`src/guard_sleep_consts.vh`:
```
// Constants for the watchdog and sleep control block
`ifndef GUARD_SLEEP_CONSTS_VH
`define GUARD_SLEEP_CONSTS_VH

// ==================================================
// Register map
`define ADDR_W              14
`define TIMING_SETUP_ADDR   14'h0081
`define TIMING_SETUP_ALT    14'h0181
`define CONFIG_WORD_ADDR    14'h2007
`define STATUS_ADDR         14'h0003
`define INT_CONTROL_ADDR    14'h000B
`define RD_UNMAPPED         8'h00

// ==================================================
// Reset values
`define TIMING_SETUP_RST    8'hFF
`define INT_CONTROL_RST     8'h00
`define CONFIG_WORD_RST     8'hFF

// ==================================================
// Field positions
`define SCALER_ASSIGN_BIT   3
`define SCALER_RATIO_HI     2
`define SCALER_RATIO_LO     0
`define GUARD_ENABLE_BIT    2
`define OSC_MODE_HI         1
`define OSC_MODE_LO         0
`define OSC_MODE_RC         2'h3
`define TIMEOUT_FLAG_BIT    4
`define POWERDOWN_FLAG_BIT  3
`define GLOBAL_IRQ_BIT      7

// ==================================================
// Timing
`define MAIN_CLK_NS         10
`define OSC_STARTUP_PERIODS 1024
`define OSC_STARTUP_NS      (`OSC_STARTUP_PERIODS * `MAIN_CLK_NS)
`define OSC_STARTUP_CYCLES  (`OSC_STARTUP_NS / `MAIN_CLK_NS)
`define STARTUP_CNT_W       11
`define IRQ_VECTOR          13'h0004

`endif

```
`src/watchdog_and_sleep_control.v`:
```
// Watchdog timer, shared scaler and power-down (sleep) control
//
// Strobed register access was left to the implementer.
`timescale 1ns/1ns
`include "guard_sleep_consts.vh"

// Summary of operation
// Guard timer counts edges of its own free-running RC oscillator input.
// Guard time-out in normal running requests a full device reset.
// Guard time-out while sleeping wakes the device without reset.
// A guard time-out clears the active-low timeout flag, unless sleep executes in the same cycle.
// Guard timer is disabled when the configuration enable bit is clear.
// One scaler serves Timer0 or guard timer, selected in timing setup register.
// Clear-guard op and sleep clear guard timer and its assigned postscaler.
// Clear-guard op clears only scaler count, never the assignment bit.
// Sleep clears guard, clears powerdown flag, sets timeout flag, stops oscillator.
// I/O ports hold their pre-sleep drive state during sleep.
// Sleep ends on external reset, guard time-out, or enabled wake interrupts.
// External reset wake resets the device; other wakes continue execution.
// Powerdown flag is set at power-up.
// Only peripheral interrupts needing no on-chip clock may wake.
// Interrupt wake needs the source enable bit, not the global enable.
// After interrupt wake, next instruction runs, then vector if global enable set.
// Next program address is prefetched while sleep executes.
// Sleep with an enabled pending interrupt acts as a no-operation.
// Interrupt during sleep execution completes sleep then wakes at once.
// Crystal modes wait 1024 oscillator periods before resuming; RC mode none.
// Software clears guard before sleep and places a no-op after it.
// Global interrupt enable is bit 7 of interrupt control, cleared on reset.
// Guard base count and scaler ratio decoding are design parameters.
// RC oscillator input is synchronised into the main clock domain before use.
module watchdog_and_sleep_control #(
    parameter IRQ_COUNT        = 14,
    parameter WAKE_CAPABLE     = 14'h3FFF,
    parameter GUARD_CNT_W      = 8,
    parameter GUARD_BASE_COUNT = 8'hFF,
    parameter SCALER_W         = 8
) (
    input  wire                  clk,
    input  wire                  resetn,
    input  wire [`ADDR_W-1:0]    regAddr,
    input  wire [7:0]            regWrData,
    input  wire                  regWr,
    input  wire                  regRd,
    output reg  [7:0]            regRdData,
    input  wire [7:0]            configStrap,
    input  wire                  rcOscIn,
    input  wire                  extResetN,
    input  wire                  guardClearOp,
    input  wire                  sleepOp,
    input  wire [IRQ_COUNT-1:0]  irqFlags,
    input  wire [IRQ_COUNT-1:0]  irqEnables,
    input  wire                  timer0Tick,
    output reg                   timer0Inc,
    output reg                   deviceResetReq,
    output reg                   mainOscEn,
    output reg                   portHold,
    output reg                   sleeping,
    output reg                   prefetchNext,
    output reg                   resumeExec,
    output reg                   branchVector,
    output reg  [12:0]           vectorAddr,
    output reg                   timeoutFlagN,
    output reg                   powerdownFlagN,
    output reg                   globalIrqEnable
);

    // ==================================================
    // States
    localparam [3:0] ST_RUN     = 4'h1;
    localparam [3:0] ST_SLEEP   = 4'h2;
    localparam [3:0] ST_STARTUP = 4'h4;
    localparam [3:0] ST_RESUME  = 4'h8;

    // Last startup count, cut to the counter width
    localparam integer STARTUP_LAST_INT = (`OSC_STARTUP_CYCLES) - 1;
    localparam [`STARTUP_CNT_W-1:0] STARTUP_LAST = STARTUP_LAST_INT[`STARTUP_CNT_W-1:0];

    // ==================================================
    // Scaler limit decoding: guard uses 1:2^n, Timer0 uses 1:2^(n+1)
    function [SCALER_W-1:0] scalerLimit;
        input [2:0] ratio;
        input       forGuard;
        reg   [3:0] shift;
        begin
            shift = forGuard ? {1'b0, ratio} : ({1'b0, ratio} + 4'h1);
            scalerLimit = ((8'h01 << shift) - 8'h01);
        end
    endfunction

    // ==================================================
    // Synchronisers for pin inputs
    reg [1:0] rcSync_q;
    reg       rcLast_q;
    reg [1:0] extRstSync_q;
    reg       extRstLast_q;

    // Reset values match the idle pin levels, so no false edge follows reset
    always @(posedge clk or negedge resetn) begin
        if (!resetn) begin
            rcSync_q     <= 2'h0;
            rcLast_q     <= 1'b0;
            extRstSync_q <= 2'h3;
            extRstLast_q <= 1'b1;
        end else begin
            rcSync_q     <= {rcSync_q[0], rcOscIn};
            rcLast_q     <= rcSync_q[1];
            extRstSync_q <= {extRstSync_q[0], extResetN};
            extRstLast_q <= extRstSync_q[1];
        end
    end

    wire rcEdge   = rcSync_q[1] & ~rcLast_q;
    wire extRstIn = ~extRstSync_q[1];
    wire extRstGo = ~extRstSync_q[1] & extRstLast_q;

    // ==================================================
    // Registers and strap capture
    reg [7:0] timingSetup_q;
    reg [7:0] intControl_q;
    reg [7:0] configWord_q;
    reg       strapTaken_q;
    reg [3:0] state_q;
    reg [3:0] state_d;

    wire guardEnable  = configWord_q[`GUARD_ENABLE_BIT];
    wire scalerGuard  = timingSetup_q[`SCALER_ASSIGN_BIT];
    wire [2:0] ratio  = timingSetup_q[`SCALER_RATIO_HI:`SCALER_RATIO_LO];
    wire rcOscMode    = configWord_q[`OSC_MODE_HI:`OSC_MODE_LO] == `OSC_MODE_RC;

    wire [IRQ_COUNT-1:0] enabledIrq = irqFlags & irqEnables;
    wire irqPending  = |enabledIrq;
    wire irqWake     = |(enabledIrq & WAKE_CAPABLE);

    wire inRun       = state_q == ST_RUN;
    // A pending enabled interrupt turns sleep into a no-op
    wire sleepExec   = inRun & sleepOp & ~irqPending;
    wire guardClear  = inRun & (guardClearOp | sleepExec);

    wire selTiming = (regAddr == `TIMING_SETUP_ADDR) | (regAddr == `TIMING_SETUP_ALT);
    wire selIntCtl = regAddr == `INT_CONTROL_ADDR;

    // Configuration word is latched once after power-on reset
    always @(posedge clk or negedge resetn) begin
        if (!resetn) begin
            configWord_q <= `CONFIG_WORD_RST;
            strapTaken_q <= 1'b0;
        end else if (!strapTaken_q) begin
            configWord_q <= configStrap;
            strapTaken_q <= 1'b1;
        end
    end

    // External reset restores the register reset values
    always @(posedge clk or negedge resetn) begin
        if (!resetn) begin
            timingSetup_q <= `TIMING_SETUP_RST;
            intControl_q  <= `INT_CONTROL_RST;
        end else if (extRstIn) begin
            timingSetup_q <= `TIMING_SETUP_RST;
            intControl_q  <= `INT_CONTROL_RST;
        end else begin
            if (regWr && selTiming) begin
                timingSetup_q <= regWrData;
            end
            if (regWr && selIntCtl) begin
                intControl_q <= regWrData;
            end
        end
    end

    // ==================================================
    // Guard timer and shared scaler
    reg [GUARD_CNT_W-1:0] guardCnt_q;
    reg [SCALER_W-1:0]    scalerCnt_q;
    reg                   guardTimeout_q;

    // Base count rolls over on each hit; the postscaler counts base hits
    wire guardBaseHit = rcEdge & (guardCnt_q == GUARD_BASE_COUNT);
    wire scalerHit    = scalerCnt_q == scalerLimit(ratio, scalerGuard);
    wire guardFire    = guardBaseHit & (~scalerGuard | scalerHit);

    always @(posedge clk or negedge resetn) begin
        if (!resetn) begin
            guardCnt_q     <= {GUARD_CNT_W{1'b0}};
            scalerCnt_q    <= {SCALER_W{1'b0}};
            guardTimeout_q <= 1'b0;
            timer0Inc      <= 1'b0;
        end else begin
            guardTimeout_q <= 1'b0;
            timer0Inc      <= 1'b0;
            if (!guardEnable || extRstIn || guardClear) begin
                guardCnt_q <= {GUARD_CNT_W{1'b0}};
            end else if (rcEdge) begin
                guardCnt_q <= guardBaseHit ? {GUARD_CNT_W{1'b0}} : guardCnt_q + 1'b1;
            end
            // Count only clears, assignment bit stays as written
            if (extRstIn || (guardClear && scalerGuard)) begin
                scalerCnt_q <= {SCALER_W{1'b0}};
            end else if (scalerGuard) begin
                if (guardEnable && guardBaseHit) begin
                    scalerCnt_q <= scalerHit ? {SCALER_W{1'b0}} : scalerCnt_q + 1'b1;
                end
            // Timer0 path runs only while the main oscillator runs
            end else if (timer0Tick && mainOscEn) begin
                scalerCnt_q <= scalerHit ? {SCALER_W{1'b0}} : scalerCnt_q + 1'b1;
                timer0Inc   <= scalerHit;
            end
            // A clear in the same cycle as a time-out cancels the time-out
            guardTimeout_q <= guardEnable & ~extRstIn & ~guardClear & guardFire;
        end
    end

    // ==================================================
    // Sleep state machine
    reg [`STARTUP_CNT_W-1:0] startupCnt_q;
    reg                      irqWoke_q;

    always @* begin
        case (state_q)
            ST_RUN: begin
                state_d = sleepExec ? ST_SLEEP : ST_RUN;
            end
            ST_SLEEP: begin
                // Wake sources are only looked at while sleeping
                if (guardTimeout_q || irqWake) begin
                    state_d = rcOscMode ? ST_RESUME : ST_STARTUP;
                end else begin
                    state_d = ST_SLEEP;
                end
            end
            ST_STARTUP: begin
                state_d = (startupCnt_q == STARTUP_LAST) ? ST_RESUME : ST_STARTUP;
            end
            ST_RESUME: begin
                state_d = ST_RUN;
            end
            default: begin
                state_d = ST_RUN;
            end
        endcase
    end

    always @(posedge clk or negedge resetn) begin
        if (!resetn) begin
            state_q      <= ST_RUN;
            startupCnt_q <= {`STARTUP_CNT_W{1'b0}};
            irqWoke_q    <= 1'b0;
        end else if (extRstIn) begin
            state_q      <= ST_RUN;
            startupCnt_q <= {`STARTUP_CNT_W{1'b0}};
            irqWoke_q    <= 1'b0;
        end else begin
            state_q <= state_d;
            // Startup wait counts main clock cycles in crystal modes
            if (state_q == ST_STARTUP) begin
                startupCnt_q <= startupCnt_q + 1'b1;
            end else begin
                startupCnt_q <= {`STARTUP_CNT_W{1'b0}};
            end
            if (state_q == ST_SLEEP) begin
                irqWoke_q <= irqWake & ~guardTimeout_q;
            end
        end
    end

    // ==================================================
    // Status flags and core-facing outputs
    always @(posedge clk or negedge resetn) begin
        if (!resetn) begin
            timeoutFlagN    <= 1'b1;
            powerdownFlagN  <= 1'b1;
            deviceResetReq  <= 1'b0;
            mainOscEn       <= 1'b1;
            portHold        <= 1'b0;
            sleeping        <= 1'b0;
            prefetchNext    <= 1'b0;
            resumeExec      <= 1'b0;
            branchVector    <= 1'b0;
            vectorAddr      <= `IRQ_VECTOR;
            globalIrqEnable <= 1'b0;
        end else begin
            prefetchNext    <= sleepExec;
            resumeExec      <= 1'b0;
            branchVector    <= 1'b0;
            deviceResetReq  <= extRstGo;
            globalIrqEnable <= intControl_q[`GLOBAL_IRQ_BIT];
            vectorAddr      <= `IRQ_VECTOR;
            // Sleep sets the timeout flag and wins over a same-cycle time-out
            if (sleepExec) begin
                powerdownFlagN <= 1'b0;
                timeoutFlagN   <= 1'b1;
            end else if (guardTimeout_q && !extRstIn) begin
                timeoutFlagN <= 1'b0;
            end
            // Reset request only while running; in sleep a time-out wakes instead
            if (guardTimeout_q && inRun && !extRstIn) begin
                deviceResetReq <= 1'b1;
            end
            if (extRstIn) begin
                mainOscEn <= 1'b1;
                portHold  <= 1'b0;
                sleeping  <= 1'b0;
            end else begin
                mainOscEn <= ~((state_d == ST_SLEEP) | (state_q == ST_SLEEP));
                portHold  <= (state_d == ST_SLEEP) | (state_d == ST_STARTUP);
                sleeping  <= state_d == ST_SLEEP;
                if (state_q == ST_RESUME) begin
                    resumeExec   <= 1'b1;
                    branchVector <= irqWoke_q & intControl_q[`GLOBAL_IRQ_BIT];
                end
            end
        end
    end

    // ==================================================
    // Register read port
    // Read data stands one cycle, then returns to zero
    always @(posedge clk or negedge resetn) begin
        if (!resetn) begin
            regRdData <= `RD_UNMAPPED;
        end else if (regRd) begin
            if (selTiming) begin
                regRdData <= timingSetup_q;
            end else if (selIntCtl) begin
                regRdData <= intControl_q;
            end else if (regAddr == `CONFIG_WORD_ADDR) begin
                regRdData <= configWord_q;
            // Status: timeout flag in bit 4, powerdown flag in bit 3
            end else if (regAddr == `STATUS_ADDR) begin
                regRdData <= {3'h0, timeoutFlagN, powerdownFlagN, 3'h0};
            end else begin
                regRdData <= `RD_UNMAPPED;
            end
        end else begin
            regRdData <= `RD_UNMAPPED;
        end
    end

endmodule

```
`config.mk`:
```
export PLATFORM = sky130hd
export DESIGN_NAME = watchdog_and_sleep_control
export DESIGN_NICKNAME = d
export VERILOG_FILES = /design/src/watchdog_and_sleep_control.v
export VERILOG_INCLUDE_DIRS = /design/src
export SDC_FILE = /design/constraint.sdc
export NUM_CORES = 1
export LEC_CHECK = 0
export ABC_AREA = 1
export ABC_CLOCK_PERIOD_IN_PS = 4200
export BUFFER_PORTS_ARGS = -buffer_cell sky130_fd_sc_hd__buf_2
export CAP_MARGIN = 20
export CORE_MARGIN = 8
export CORE_UTILIZATION = 45
export DETAILED_ROUTE_END_ITERATION = 10
export PLACE_DENSITY = 0.68
export SLEW_MARGIN = 10
export SYNTH_ARGS = -nofsm -noshare
export SYNTH_HDL_FRONTEND = slang
export SYNTH_SLANG_ARGS = --single-unit
```
`constraint.sdc`:
```
create_clock -name clk -period 4.2 [get_ports clk]
set_input_delay 0.84 -clock clk [delete_from_list [all_inputs] [get_ports clk]]
set_output_delay 0.84 -clock clk [all_outputs]
set_load 0.005 [all_outputs]
```
==> results.py <==
metrics = {
    "sta": {
        "setup_tns_ps": 0,
        "drv_slew": 0,
        "rsz0062_at_grt": "no",
        "finalCriticalPeriod_ps": 2570,
        "setup_viol": 0,
        "maxSlewHeadroom": 0.538,
        "finalClockSkew_ps": 17.3,
        "post-route-period-util": 0.613,
        "max_freq_ghz": 0.388,
        "tightest_slew_ps": 687,
        "finalHoldViolCount": 0,
    },
    "power_and_ir_drop": {
        "power.share.clock": 0.370,
        "switching_share": 0.269,
        "p_comb_frac": 0.140,
        "p_int_mw": 1.31,
        "p_per_area_nw_per_um2": 345,
        "switchingPower_mw": 0.482,
        "p_leak_nw": 2.65,
        "seqPwrFrac": 0.490,
        "irDropWorstVdd_mv": 0.239,
    },
    "clocking": {
        "hold_buffers": 0,
        "cts.clk_slew.worst_paths_ps": 90,
        "clock_latency_ps": 360,
        "clockBufferDepth": 2,
        "clockRootBuffer": "clkbuf_8",
        "cts_tree": "built",
        "numCtsBuffers": 9,
        "cts_repair_resize_count": 0,
        "cts_setup_buffers": 0,
        "cts.sink_count": 83,
        "h-tree-depth": 3,
    },
    "die": {
        "coreArea_um2": 9640,
        "die_w_um": 115,
        "ios": 99,
        "die_h_um": 115,
        "initial_core_util": 0.459,
        "rows": 36,
        "die_area_um2": 13300,
    },
    "place": {
        "port_buffers": 85,
        "placed_area_um2": 4930,
        "dpl.hpwl_um": 7870,
        "gp_congestion": 0.883,
    },
    "drt": {
        "first_pass_iters": 5,
        "via_count": 3905,
        "finalWirelength_um": 10200,
        "drt_iter0_drc": 329,
        "ant_nets": 0,
        "viasPerCell": 5.04,
        "avgRoutedWirePerCell_um": 13.2,
        "drc": 0,
    },
    "layout": {
        "nets": 709,
        "area_growth_syn_to_layout_pct": 17.3,
        "diodes": 0,
        "final_cell_area_um2": 5190,
        "drive_gt1_frac": 0.245,
    },
    "global_routing": {
        "grtUsageTotal": 0.161,
        "grt_start_max_net_pins": 84,
        "antenna_found_initial": 0,
        "overflow": 0,
        "grt_pass1_wl_um": 17000,
        "first_global_vias": 3774,
    },
    "synth": {
        "syn_area_um2": 4430,
        "synth_cell_types": 44,
        "yosysSeqAreaShare": 0.476,
        "synthFlopType": "dfrtp_1",
        "synth_edf_count": 0,
        "avgSynthCellArea_um2": 8.03,
        "async_flop_share": 1.00,
        "synth_warnings": 0,
        "synth_seq_cells": 83,
        "syn_inst": 551,
    },
    "run": {
        "cap_viol_max_count": 0,
    },
    "min_path": {
        "hp-class": "reg -> reg",
        "hold_depth": 0,
        "min_to": "rcSync_q[1]$_DFF_PN0_",
        "hold_start": "rcSync_q[0]$_DFF_PN0_",
    },
    "worst_setup_path": {
        "worstPathRequired_ps": 4460,
        "path_max_fanout": 9,
        "r2r_end": "scalerCnt_q[3]$_DFFE_PN0P_",
        "startpoint_type": "flip-flop",
        "end_kind": "flip-flop",
        "arrival_ps": 2830,
        "rr_worst_depth": 15,
        "rrSetupSlack_ps": 1630,
        "reg2reg_from": "timingSetup_q[1]$_DFFE_PN1P_",
        "crit_type": "reg -> reg",
    },
    "status": {
        "status": "finished, final reports clean",
    },
}
==> metrics by stage <==
stage / utilization / power [mW] / setup slack (ps) / cells / hold slack [ps]
2_1_floorplan: - / 1.06 / 1950 / 563 / 331
3_3_place_gp: 0.511 / 1.13 / 1610 / 758 / 338
3_5_place_dp: 0.511 / 1.14 / 1570 / 758 / 336
4_1_cts: 0.536 / 1.81 / 1620 / 774 / 355
5_1_grt: 0.539 / 1.88 / 1410 / 775 / 354
6_report: 0.539 / 1.79 / 1630 / 775 / 350
==> state kept, by name, indices dropped and copies added (netlist names), 2 cells and up <==
name and flops:
timingSetup_q 8, extRstSync_q 2, guardCnt_q 8, rcSync_q 2, intControl_q 8, scalerCnt_q 8
state_q 4, configWord_q 8, regRdData 8, startupCnt_q 11
==> placed cells by master (no fill, tap or decap), types with 12 or more instances in the layout <==
master and instances:
dfstp_2 23, nor2_1 47, buf_2 84, a21oi_1 23
nand4_1 12, o21ai_0 38, nand3_1 47, inv_1 60
conb_1 14, nand2_1 138, dfrtp_1 60
==> cells in the mapped netlist, types with 2 or more instances <==
master / instances / area, um2
a21oi_1: 23 / 115
and3_1: 3 / 18.8
buf_4: 13 / 97.6
clkbuf_1: 9 / 33.8
conb_1: 2 / 7.51
dfrtp_1: 60 / 1500
dfstp_2: 23 / 604
ha_1: 5 / 62.6
inv_1: 60 / 225
mux2_2: 6 / 67.6
nand2_1: 138 / 518
nand2_2: 7 / 43.8
nand2_4: 4 / 45.0
nand3_1: 47 / 235
nand3_2: 3 / 30.0
nand4_1: 12 / 75.1
nor2_1: 47 / 176
nor2_2: 2 / 12.5
nor2_4: 2 / 22.5
nor3_1: 6 / 30.0
nor3b_1: 5 / 37.5
nor4_1: 6 / 37.5
o21a_1: 2 / 15.0
o21ai_0: 38 / 190
o21ai_1: 5 / 25.0
or2_2: 2 / 12.5
xor2_1: 4 / 35.0
==> critical path, cell delays in order, from the launching register on <==
cell     delay [ps]
dfstp_2         600
ha_1            200
nand2_1          80
nand2_2          90
nand2_4          90
nor2_4          160
nand3_1         110
ha_1            250
xor2_1          200
nand3_1         100
nand2_1          80
nand2_1          60
nor2_2          130
nand3_4         140
nand2_1         110
o21ai_1          70
==> layout make-up <==
cell class                 count  area (um2)
clock buffer                  11         151
clock inverter                 5        85.1
fill                         946        4450
inverter                      62         233
multi-input combinational    395        2000
sequential                    83        2110
tap                          133         166
timing repair buffer          86         455
==> worst max path at each step <==
stage / start / end / slack, ps / cells after the start
floorplan: timingSetup_q[1]$_DFFE_PN1P_ / scalerCnt_q[6]$_DFFE_PN0P_ / 1950 / 15
global placement: regAddr[9] / intControl_q[4]$_DFFE_PN0P_ / 1610 / 11
detailed placement: regAddr[11] / intControl_q[4]$_DFFE_PN0P_ / 1570 / 11
CTS: timingSetup_q[1]$_DFFE_PN1P_ / scalerCnt_q[0]$_DFFE_PN0P_ / 1620 / 15
global route: timingSetup_q[1]$_DFFE_PN1P_ / scalerCnt_q[3]$_DFFE_PN0P_ / 1410 / 15
finish: timingSetup_q[1]$_DFFE_PN1P_ / scalerCnt_q[3]$_DFFE_PN0P_ / 1630 / 15
==> cell families (layout without fill, tap and decap cells) <==
kind of cell    Yosys count  after routing  share of synthesized area
simple gates            291            291                      0.312
buf+inv                  85            164                     0.0834
flops                    83             83                      0.476
compound gates           74             74                     0.0882
mux                       6              6                     0.0153
fa+ha+maj                 5              5                     0.0141
xor+xnor                  5              5                    0.00989
other cells               2             14                    0.00170
==> power by group through the flow <==
stage	Clock, mW	Sequential [mW]	Combinational [mW]
CTS	0.682	0.878	0.249
finish	0.663	0.879	0.251
detailed placement	0	0.893	0.248
global route	0.713	0.884	0.283
floorplan	0	0.881	0.175
global placement	0	0.892	0.241
==> per-layer routing <==
metal,part of all wire,global-route usage,vias to the layer above
met2,0.48,0.257,118
li1,-,-,1940
met1,0.44,0.199,1827
met3,0.060,0.0441,20
met4,0.022,0.0709,0
met5,0,0,-
Note: power is estimated with default switching activity, not from simulation.
